==> src/pkg/wdt_clear_pkg.sv <==
// constants and types for the watchdog clear logic
// How it works
// - single clear instruction zeroes counter and timeout flag at once, and the power-down flag unless an entry comes in that cycle
// - first pre-clear clears only when alternating with second, completing a pair
// - repeated first pre-clear without second changes nothing after the first
// - repeated second pre-clear without first has no clearing effect
// - completed second-then-first alternation zeroes counter, timeout flag and power-down flag unless an entry comes in the clearing cycle
package wdt_clear_pkg;
    localparam int unsigned CNT_W        = 8;
    localparam int unsigned PRE_W        = 8;
    localparam logic [CNT_W-1:0] CNT_RST = 8'h00;
    localparam logic [CNT_W-1:0] CNT_MAX = 8'hFF;
    localparam logic [PRE_W-1:0] PRE_RST = 8'h00;
    localparam logic [PRE_W-1:0] PRE_MAX = 8'hFF;
    localparam logic FLAG_RST            = 1'b0;

    typedef enum logic [2:0] {
        TRK_IDLE   = 3'b001,
        TRK_FIRST  = 3'b010,
        TRK_SECOND = 3'b100
    } trk_state_e;
endpackage : wdt_clear_pkg

==> src/pkg/preclear_if.sv <==
// carrier between the watchdog controller and its pre-clear pair tracker
`timescale 1ns/1ps
interface preclear_if;
    logic first;
    logic second;
    logic pair_done;

    modport ctrl (output first, output second, input  pair_done);
    modport trk  (input  first, input  second, output pair_done);
endinterface : preclear_if

==> src/core/preclear_tracker.sv <==
// alternation tracker for the two pre-clear instructions
`timescale 1ns/1ps
module preclear_tracker (
    input  wire logic   clk_i,
    input  wire logic   nrst_i,
    preclear_if.trk     pc
);
    wdt_clear_pkg::trk_state_e state;
    wdt_clear_pkg::trk_state_e next_state;
    logic                      next_done;

    // pair completes only on the opposite instruction; repeats hold state
    always_comb begin
        next_state = state;
        next_done  = 1'b0;
        case (state)
            wdt_clear_pkg::TRK_IDLE: begin
                if (pc.first) begin
                    next_state = wdt_clear_pkg::TRK_FIRST;
                end else if (pc.second) begin
                    next_state = wdt_clear_pkg::TRK_SECOND;
                end
            end
            wdt_clear_pkg::TRK_FIRST: begin
                if (pc.second) begin
                    next_done  = 1'b1;
                    next_state = wdt_clear_pkg::TRK_IDLE;
                end
                // repeated first stays put
            end
            wdt_clear_pkg::TRK_SECOND: begin
                if (pc.first) begin
                    next_done  = 1'b1;
                    next_state = wdt_clear_pkg::TRK_IDLE;
                end
                // repeated second stays put
            end
            default: begin
                next_state = wdt_clear_pkg::TRK_IDLE;
            end
        endcase
    end

    // done is a registered one-cycle pulse
    always_ff @(posedge clk_i or negedge nrst_i) begin
        if (!nrst_i) begin
            state        <= wdt_clear_pkg::TRK_IDLE;
            pc.pair_done <= 1'b0;
        end else begin
            state        <= next_state;
            pc.pair_done <= next_done;
        end
    end
endmodule : preclear_tracker

==> src/core/wdt_clear_ctrl.sv <==
// watchdog counter, status flags and clear-instruction handling
`timescale 1ns/1ps
module wdt_clear_ctrl (
    input  wire logic                        clk_i,
    input  wire logic                        nrst_i,
    input  wire logic                        wdt_enable_i,
    input  wire logic                        clear_watchdog_single_i,
    input  wire logic                        watchdog_preclear_first_i,
    input  wire logic                        watchdog_preclear_second_i,
    input  wire logic                        power_down_entry_i,
    output logic [wdt_clear_pkg::CNT_W-1:0]  wdt_count_o,
    output logic                             timeout_flag_o,
    output logic                             power_down_flag_o,
    output logic                             wdt_reset_o,
    output logic                             wdt_cleared_o
);
    preclear_if pc ();

    logic [wdt_clear_pkg::PRE_W-1:0] prescale;
    logic [wdt_clear_pkg::PRE_W-1:0] next_prescale;
    logic [wdt_clear_pkg::CNT_W-1:0] next_count;
    logic                            next_timeout;
    logic                            next_power_down;
    logic                            next_wdt_reset;
    logic                            next_cleared;
    logic                            tick;
    logic                            overflow;
    logic                            clear_now;

    // one of the two pre-clear strobes reaches the tracker per cycle;
    // a simultaneous pair is not a legal decode and first takes it
    assign pc.first  = watchdog_preclear_first_i;
    assign pc.second = watchdog_preclear_second_i
                       & ~watchdog_preclear_first_i;

    preclear_tracker u_tracker (
        .clk_i  (clk_i),
        .nrst_i (nrst_i),
        .pc     (pc)
    );

    // pair clear lands one cycle after the completing instruction,
    // since the tracker registers its done pulse
    assign clear_now = clear_watchdog_single_i | pc.pair_done;

    // prescaler gives a one-cycle tick to the counter
    assign tick     = wdt_enable_i && (prescale == wdt_clear_pkg::PRE_MAX);
    assign overflow = tick && (wdt_count_o == wdt_clear_pkg::CNT_MAX);

    // counter and prescaler; a clear restarts both from zero
    always_comb begin
        next_prescale = prescale;
        next_count    = wdt_count_o;
        if (clear_now) begin
            next_prescale = wdt_clear_pkg::PRE_RST;
            next_count    = wdt_clear_pkg::CNT_RST;
        end else if (wdt_enable_i) begin
            next_prescale = prescale + 1'b1;
            if (tick) begin
                next_count = wdt_count_o + 1'b1; // wraps after overflow
            end
        end
    end

    // flags: a power-down entry in the clearing cycle wins over the clear,
    // but an overflow in that cycle is lost and the clear wins
    always_comb begin
        next_timeout    = timeout_flag_o;
        next_power_down = power_down_flag_o;
        if (clear_now) begin
            next_timeout    = 1'b0;
            next_power_down = 1'b0;
        end
        if (overflow && !clear_now) begin
            next_timeout = 1'b1;
        end
        if (power_down_entry_i) begin
            next_power_down = 1'b1;
        end
        next_wdt_reset = overflow && !clear_now;
        next_cleared   = clear_now;
    end

    // registers only; all outputs come from here
    always_ff @(posedge clk_i or negedge nrst_i) begin
        if (!nrst_i) begin
            prescale          <= wdt_clear_pkg::PRE_RST;
            wdt_count_o       <= wdt_clear_pkg::CNT_RST;
            timeout_flag_o    <= wdt_clear_pkg::FLAG_RST;
            power_down_flag_o <= wdt_clear_pkg::FLAG_RST;
            wdt_reset_o       <= 1'b0;
            wdt_cleared_o     <= 1'b0;
        end else begin
            prescale          <= next_prescale;
            wdt_count_o       <= next_count;
            timeout_flag_o    <= next_timeout;
            power_down_flag_o <= next_power_down;
            wdt_reset_o       <= next_wdt_reset;
            wdt_cleared_o     <= next_cleared;
        end
    end
endmodule : wdt_clear_ctrl

==> config.mk <==
export PLATFORM = sky130hd
export DESIGN_NAME = wdt_clear_ctrl
export DESIGN_NICKNAME = d
export VERILOG_FILES = /design/src/pkg/wdt_clear_pkg.sv /design/src/pkg/preclear_if.sv /design/src/core/preclear_tracker.sv /design/src/core/wdt_clear_ctrl.sv
export SDC_FILE = /design/constraint.sdc
export NUM_CORES = 1
export LEC_CHECK = 0
export BUFFER_PORTS_ARGS = -buffer_cell sky130_fd_sc_hd__buf_2
export CAP_MARGIN = 20
export CORE_MARGIN = 2
export CORE_UTILIZATION = 53
export DETAILED_ROUTE_END_ITERATION = 10
export GPL_TIMING_DRIVEN = 0
export PLACE_DENSITY = 0.75
export REMOVE_ABC_BUFFERS = 1
export SYNTH_ARGS = -nofsm -noshare
export SYNTH_HDL_FRONTEND = slang
export SYNTH_SLANG_ARGS = --single-unit
==> constraint.sdc <==
create_clock -name clk_i -period 2.08 [get_ports clk_i]
set_clock_uncertainty 0.1 [all_clocks]
set_input_delay 0 -clock clk_i [delete_from_list [all_inputs] [get_ports clk_i]]
set_output_delay 0 -clock clk_i [all_outputs]
set_load 0.01 [all_outputs]
=== Yosys cells after proc, flatten, opt, wreduce, memory -nomap -nowiden ===
Index checks and enable logic that the tools add are counted.

* Flip-flop bits (word level): 24
* Input port bits: 7
* Output and inout port bits: 12
* Logic and storage cells: 47

* Add/subtract/negate cells: 2
* Equality and inequality tests: 8
* Multiplexer cells: 16
* Bitwise operators: 3
* Reduce and logical (&&, ||, !) cells: 10

{| class="wikitable"
|+ Operator list
! operator !! count
|-
| 2-to-1 mux 8 bit || 5
|-
| adder 8 x 1 -> 8 bit (second input constant) || 2
|-
| == test 8 bit (second input constant) || 2
|-
| 2-to-1 mux 3 bit || 4
|-
| one-hot mux 3 bit (3 select lines) || 1
|-
| nonzero test 2 bit || 4
|-
| 2-to-1 mux 1 bit || 5
|-
| inequality test 2 bit (second input constant) || 2
|-
| == test 3 x 1 -> 1 bit (second input constant) || 1
|-
| == test 3 x 2 -> 1 bit (second input constant) || 1
|-
| == test 3 bit (second input constant) || 1
|-
| logical AND 1 bit || 3
|-
| inequality test 3 bit (second input constant) || 1
|-
| AND reduction 3 bit || 1
|-
| one-hot mux 1 bit (2 select lines) || 1
|-
| AND reduction 2 bit || 1
|-
| bitwise AND 1 bit || 1
|-
| logical NOT 1 bit || 1
|-
| NOT 1 bit || 1
|-
| OR 1 bit || 1
|}

=== Longest topological paths before layout ===
Gate-level depths: netlist of run 1.

* Word-level depth: 5
* Mapped depth: 5
* Gate-level depth less buffers: 5

=== Cells and area by module ===
A second synthesis of run 1 with hierarchy kept.

* Cell total of the unflattened synthesis: 117
* Area, all modules: 1184.9 um^2

{| class="wikitable"
|+ By module, submodules not included
! module !! times used !! cells an instance !! area an instance (um^2) !! sequential area each (um^2)
|-
| wdt_clear_ctrl || 1 || 98 || 993.5 || 500.5
|-
| preclear_tracker || 1 || 19 || 191.4 || 101.3
|}

=== Worst setup path before layout of run 1 ===
OpenSTA, ideal clock, no wires.

* Path type: register to register
* Start: register prescale[0] in the netlist's numbering
* End: register wdt_count_o[5] in the netlist's numbering
* Library setup time: 79 ps
* Arrival: 1564 ps
* Data required time: 1901 ps
* Path slack: 337 ps
* Cell stages (with the launch flop): 6
* Buffers on the path: 0
* Clock period less this slack: 1743 ps
* Cell sequence: dfrtp_1 -> ha_1 -> nand3_1 -> or4_4 -> or3_1 -> a21oi_1

* Word-level cells in the longest chain between the ends: 4

{| class="wikitable"
|+ RTL lines
! item !! line !! text
|-
| start: declaration || wdt_clear_ctrl.sv:19 || <nowiki>logic [wdt_clear_pkg::PRE_W-1:0] prescale;</nowiki>
|-
| start signal: assignment || wdt_clear_ctrl.sv:87 || <nowiki>prescale <= wdt_clear_pkg::PRE_RST;</nowiki>
|-
| start signal: assignment || wdt_clear_ctrl.sv:94 || <nowiki>prescale <= next_prescale;</nowiki>
|-
| == test 8 bit || wdt_clear_ctrl.sv:47 || <nowiki>assign tick = wdt_enable_i && (prescale == wdt_clear_pkg::PRE_MAX);</nowiki>
|-
| logical AND 1 bit || wdt_clear_ctrl.sv:47 ||
|-
| nonzero test 2 bit (no line) || -- ||
|-
| AND reduction 2 bit (no line) || -- ||
|-
| end signal: assignment || wdt_clear_ctrl.sv:88 || <nowiki>wdt_count_o <= wdt_clear_pkg::CNT_RST;</nowiki>
|-
| end signal: assignment || wdt_clear_ctrl.sv:95 || <nowiki>wdt_count_o <= next_count;</nowiki>
|-
| end: declaration || wdt_clear_ctrl.sv:11 || <nowiki>output logic [wdt_clear_pkg::CNT_W-1:0] wdt_count_o,</nowiki>
|}

No other way between the ends.
A chain may end at the register's enable or synchronous reset.

=== Worst setup path after layout of run 1 ===
* Start: register prescale[3] in the netlist's numbering
* End: register wdt_count_o[5] in the netlist's numbering

The elaborated chain is that of the path after synthesis.

==> out/qor.yml, run 1 <==
timing:
  max_slew_margin: 0.654
  period_share: 0.925
  fmax_mhz: 520
  drv_slew: 0
  min_period_ns: 1.92
  setup_viol: 0
  worst_pin_slew_ns: 0.518
  hold-worst-slack_ns: 0.0980
  fin_ws_ns: 0.155
  setup_tns_ns: 0
  rsz0062_at_grt: "no"
  hold_viol_final: 0
synthesis:
  yosys_warnings: 0
  postSynthCellCount: 111
  synth-main-ff-cell: "dfrtp_1"
  synth_enable_flop_cells: 0
  ys_top_cells_by_count: "23 x dfrtp_1, 19 x nor2_1, 7 x a21oi_1, 7 x nand2_1"
  synth.area.top_cells: "dfrtp_1 52%, nor2_1 6.4%, xor2_1 4.7%"
  synth_top_area_share: 0.520
  synth.most_common_cell: "dfrtp_1"
  ys_seq_elements: 24
  ys_seq_area_frac: 0.544
  synth-async-reset-ratio: 1.00
  synthesis.area_um2: 1110
  avgSynthCellArea_um2: 9.98
  yosys.area.top_type: "dfrtp_1"
  synth_cell_type_count: 27
finish:
  stdcell_count: 165
  num_antenna_cells: 0
  syn_to_final_growth_pct: 20.7
  drive_gt1_frac: 0.188
  fin_util: 0.681
  nets: 148
global_routing:
  grt_max_degree: 25
  gr-total-overflow: 0
  first_global_vias: 798
  grt_pass1_wl_mm: 3.57
  grtUsageTotal: 0.190
  antenna_found_initial: 0
pwr:
  irDropWorstVdd_mv: 0.618
  p_per_area_nw_per_um2: 705
  p_leak_nw: 0.621
floorplan:
  die_x_um: 49.7
  start_util: 0.564
  num_rows: 16
  die_y_um: 49.7
  coreArea_um2: 1960
  die_area_um2: 2470
  io_pins: 19
hold_path:
  hp-class: "in -> async"
detailed_routing:
  routed_wl_mm: 2.13
  avgViaCountPerCell: 5.33
  drt-initial-drc-count: 35
  drc_errors: 0
  wl_per_cell_um: 12.9
  drtAntennaViolNets: 0
  vias: 879
  drt_pass1_iterations: 4
clocking:
  clock-root-buffer: "clkbuf_4"
  cts_tree: "done"
  cts_buffers: 3
  htree_levels: 1
  clk_pin_slew_worst_paths_ns: 0.13
  cts_sinks: 24
  clockBufferDepth: 2
  clk_latency_ns: 0.31
critical_path:
  crit_arrival_ns: 2.06
  ff2ff_setup_slack_ns: 0.16
  cp.required_ns: 2.21
  setup.worst_path.class: "reg -> reg"
  crit_fanout: 8
  crit_path_start_kind: "flop"
  endpoint_kind: "flop"
run_status:
  status: "finished, final reports clean"
flow_run:
  maxCapViolCount: 0
place:
  routabilityCongestion: 0.708
  pre_cts_ws_ns: 0.197
  dp_cells: 153
  dp_hpwl_mm: 1.41
  port_buffers: 18
-- routing by layer --
layer | vias to the layer above | track usage | routed length (um)
met4 | 0 | 0.0556 | 0
met2 | 21 | 0.324 | 1080
li1 | 438 | - | -
met1 | 420 | 0.252 | 983
met3 | 0 | 0.0273 | 65
met5 | - | 0 | 0
-- flip-flops by register name, summed over array words and instances, names as in the netlist --
name                    flops
power_down_flag_o           1
wdt_cleared_o               1
u_tracker.state             3
u_tracker.pc.pair_done      1
prescale                    8
timeout_flag_o              1
wdt_reset_o                 1
wdt_count_o                 8
-- repair_timing --
action,4_1_cts,5_1_grt
endpoints found under the hold margin,33,0
buffers inserted,0,0
gates resized for setup,0,0
hold buffers,8,0
-- stage by stage --
step           instance area (um^2)  total power (W)
3_5_place_dp                   1220         0.000689
2_1_floorplan                  1100         0.000638
3_3_place_gp                   1220         0.000675
6_report                       1340         0.000942
5_1_grt                        1340         0.000993
4_1_cts                        1340         0.000945
-- path summary, 6_finish.rpt --
check | depth (start not counted) | endpoint | startpoint
hold / removal | 2 | prescale[5] | nrst_i
max in group asynchronous | 2 | u_tracker.state[0] | nrst_i
setup reg to reg | 4 | wdt_count_o[5] | prescale[3]
hold reg to reg | 2 | timeout_flag_o | timeout_flag_o
setup / recovery | 4 | wdt_count_o[5] | prescale[3]
min in group clk_i | 2 | timeout_flag_o | timeout_flag_o
-- layout make-up --
| cell class | count | area, um^2 |
|---|---|---|
| inverter | 3 | 11.3 |
| timing repair buffer | 26 | 170 |
| multi-input combinational | 81 | 483 |
| tap | 27 | 33.8 |
| fill | 170 | 626 |
| clock buffer | 4 | 36.3 |
| sequential | 24 | 602 |
-- logic make-up after synthesis --
group	after synthesis	share of synthesized area
AND/OR/NAND/NOR	52	0.244
flip-flops	24	0.544
AO/OA/AOI/OAI	15	0.0734
XOR/XNOR	11	0.0870
buffers and inverters	6	0.0203
adder cells (fa/ha/maj)	2	0.0226
multiplexers	1	0.00904
-- worst max-delay path, stage by stage, from the launching register on --
cell	delay (ns)
dfrtp_1	0.49
nand4_4	0.19
or4_4	0.59
or3_1	0.32
a21oi_1	0.15
-- power breakdown --
part	switching (W)	internal, W
Clock	0.000138	0.000107
Sequential	0.0000440	0.000510
Combinational	0.0000750	0.0000684
Total	0.000257	0.000685
-- cells in the final DEF (no fill, tap or decap), drive strengths merged --
cell         synthesis  layout
o21a                 1       1
nor4                 1       1
nor3                 6       6
dlygate4sd3          0       8
nor2                19      19
mux2i                1       1
ha                   2       2
xnor2                5       5
a31oi                1       1
nand3                4       4
and3                 2       2
inv                  2       2
xor2                 6       6
nand2                7       7
nand4                6       6
nor3b                1       1
a21oi                7       7
dfrtp               23      23
o21ai                5       5
clkbuf               3       4
a21o                 1       1
dfstp                1       1
or4                  1       1
nand2b               1       1
buf                  0      18
or3                  4       4
clkinv               1       1
Note: power is estimated with default switching activity, not from simulation.
==> run 2, diff against run 1 <==
--- a/config.mk
+++ b/config.mk
@@ -8,10 +8,10 @@
 export BUFFER_PORTS_ARGS = -buffer_cell sky130_fd_sc_hd__buf_2
 export CAP_MARGIN = 20
 export CORE_MARGIN = 2
-export CORE_UTILIZATION = 53
+export CORE_UTILIZATION = 55
+export CTS_CLUSTER_SIZE = 16
 export DETAILED_ROUTE_END_ITERATION = 10
-export GPL_TIMING_DRIVEN = 0
-export PLACE_DENSITY = 0.75
+export PLACE_DENSITY = 0.77
 export REMOVE_ABC_BUFFERS = 1
 export SYNTH_ARGS = -nofsm -noshare
 export SYNTH_HDL_FRONTEND = slang
==> constraint.sdc (replaced) <==
create_clock -name clk_i -period 2.47 [get_ports clk_i]
set_clock_uncertainty 0.1 [all_clocks]
set_input_delay 0 -clock clk_i [delete_from_list [all_inputs] [get_ports clk_i]]
set_output_delay 0 -clock clk_i [all_outputs]
set_load 0.01 [all_outputs]
==> out/qor.yml, run 2 (synthesis results as in run 1) <==
critical_path:
  crit_arrival_ns: 2.01  # -0.05 ns
  ff2ff_setup_slack_ns: 0.60  # +0.44 ns
  cp.required_ns: 2.61  # +0.40 ns
  endpoint_kind: "flop"
  crit_fanout: 5  # -3
  crit_path_start_kind: "flop"
  rr_worst_depth: 5  # +1
  setup.worst_path.class: "reg -> reg"
finish:
  final_cell_mix: "23 x dfrtp_1, 19 x nor2_1, 18 x buf_2, 8 x dlygate4sd3_1"
  num_antenna_cells: 0  # unchanged
  fill_cells: 165  # -2.9%
  regArea_um2: 602  # unchanged
  final_common_cell: "dfrtp_1"
  top_regs: "prescale: 8 flops, wdt_count_o: 8 flops, u_tracker.state: 3 flops"
  syn_to_final_growth_pct: 20.7  # unchanged
  drive_gt1_frac: 0.188  # unchanged
  multi_input_area_um2: 483  # unchanged
  nets: 148  # unchanged
run_status:
  status: "finished, final reports clean"
timing:
  fin_ws_ns: 0.598  # +0.443 ns
  max_slew_margin: 0.653  # -0.00129
  setup_viol: 0  # unchanged
  period_share: 0.758  # -0.167
  worst_pin_slew_ns: 0.520  # +0.00193 ns
  rsz0062_at_grt: "no"
  fmax_mhz: 534  # +2.8%
  drv_slew: 0  # unchanged
  hold_viol_final: 0  # unchanged
  min_period_ns: 1.87  # -0.0528 ns
  setup_tns_ns: 0  # unchanged
floorplan:
  die_x_um: 48.9  # -1.7%
  coreArea_um2: 1920  # -2.0%
  die_area_um2: 2390  # -3.4%
  start_util: 0.576  # +0.0118
  die_y_um: 48.9  # -1.7%
  num_rows: 16  # unchanged
  io_pins: 19  # unchanged
global_routing:
  first_global_vias: 834  # +4.5%
  grtUsageTotal: 0.188  # -0.00219
  antenna_found_initial: 0  # unchanged
  gr-total-overflow: 0  # unchanged
  grt_pass1_wl_mm: 3.52  # -1.3%
  grt_max_degree: 25  # unchanged
clocking:
  cts_tree: "done"
  post_cts_resized: 0  # unchanged
  cts_sinks: 24  # unchanged
  cts_buffers: 3  # unchanged
  clk_pin_slew_worst_paths_ns: 0.13  # about the same
  htree_levels: 1  # unchanged
  cts_hold_buf: 8  # unchanged
  clock-root-buffer: "clkbuf_4"
  clockBufferDepth: 2  # unchanged
  postCtsSetupBuffers: 0  # unchanged
  clk_latency_ns: 0.31  # about the same
place:
  pre_cts_ws_ns: 0.627  # +0.430 ns
  routabilityCongestion: 0.795  # +12%
  dp_hpwl_mm: 1.35  # -4.5%
  port_buffers: 18  # unchanged
detailed_routing:
  drt_pass1_iterations: 4  # unchanged
  avgViaCountPerCell: 5.28  # -0.91%
  routed_wl_mm: 1.98  # -7.3%
  drtAntennaViolNets: 0  # unchanged
  wl_per_cell_um: 12.0  # -7.3%
  drt-initial-drc-count: 5  # -86%
  vias: 871  # -0.91%
  drc_errors: 0  # unchanged
pwr:
  p_per_area_nw_per_um2: 588  # -17%
  irDropWorstVdd_mv: 0.511  # -17%
  p_leak_nw: 0.621  # unchanged
hold_path:
  hp-class: "in -> async"
flow_run:
  maxCapViolCount: 0  # unchanged
==> run 2: cell counts in the layout (fill, tap and decap cells not counted) <==
No cell type changed its count.
==> run 2: area by class of cell <==
cell class,count,share of cell area
inverter,3,0.00843
clock buffer,4,0.0272
tap,27,0.0253
multi-input combinational,81,0.361
timing repair buffer,26,0.127
sequential,24,0.450
==> run 2: worst paths after layout <==
kind,endpoint,startpoint
max in group asynchronous,u_tracker.state[0],nrst_i
min in group clk_i,u_tracker.pc.pair_done,watchdog_preclear_second_i
setup reg to reg,wdt_count_o[5],prescale[0]
hold / removal,wdt_count_o[0],nrst_i
setup / recovery,wdt_count_o[5],prescale[0]
hold reg to reg,timeout_flag_o,timeout_flag_o
==> run 2: report_power, final <==
part	internal [W]	switching (W)	total [W]
combinational	0.0000574	0.0000595	0.000117
clock	0.0000901	0.000114	0.000204
sequential	0.000429	0.0000354	0.000465
==> run 2: per-layer routing <==
| metal | global-route usage | vias up | wire length (um) |
|---|---|---|---|
| met5 | 0 | - | 0 |
| met4 | 0.0810 | 0 | 25 |
| met2 | 0.297 | 18 | 916 |
| met1 | 0.250 | 413 | 952 |
| met3 | 0.0429 | 4 | 81 |
| li1 | - | 436 | - |
==> run 2: critical path: stages, from the launching register on <==
cell     delay (ns)
dfrtp_1        0.41
ha_1           0.21
nand3_1        0.09
or4_4          0.51
or3_1          0.32
a21oi_1        0.15
==> run 2: per-stage QoR <==
stage / area (um^2) / instances / total power (W) / hold slack [ns] / utilization
finish: 1340 / 165 / 0.000786 / 0.0841 / 0.695
global route: 1340 / 165 / 0.000831 / 0.123 / 0.695
CTS: 1340 / 165 / 0.000794 / 0.0846 / 0.695
detailed placement: 1220 / 153 / 0.000575 / -0.0915 / 0.635
global placement: 1220 / 153 / 0.000567 / -0.0995 / 0.635
floorplan: 1100 / 108 / 0.000537 / -0.396 / -
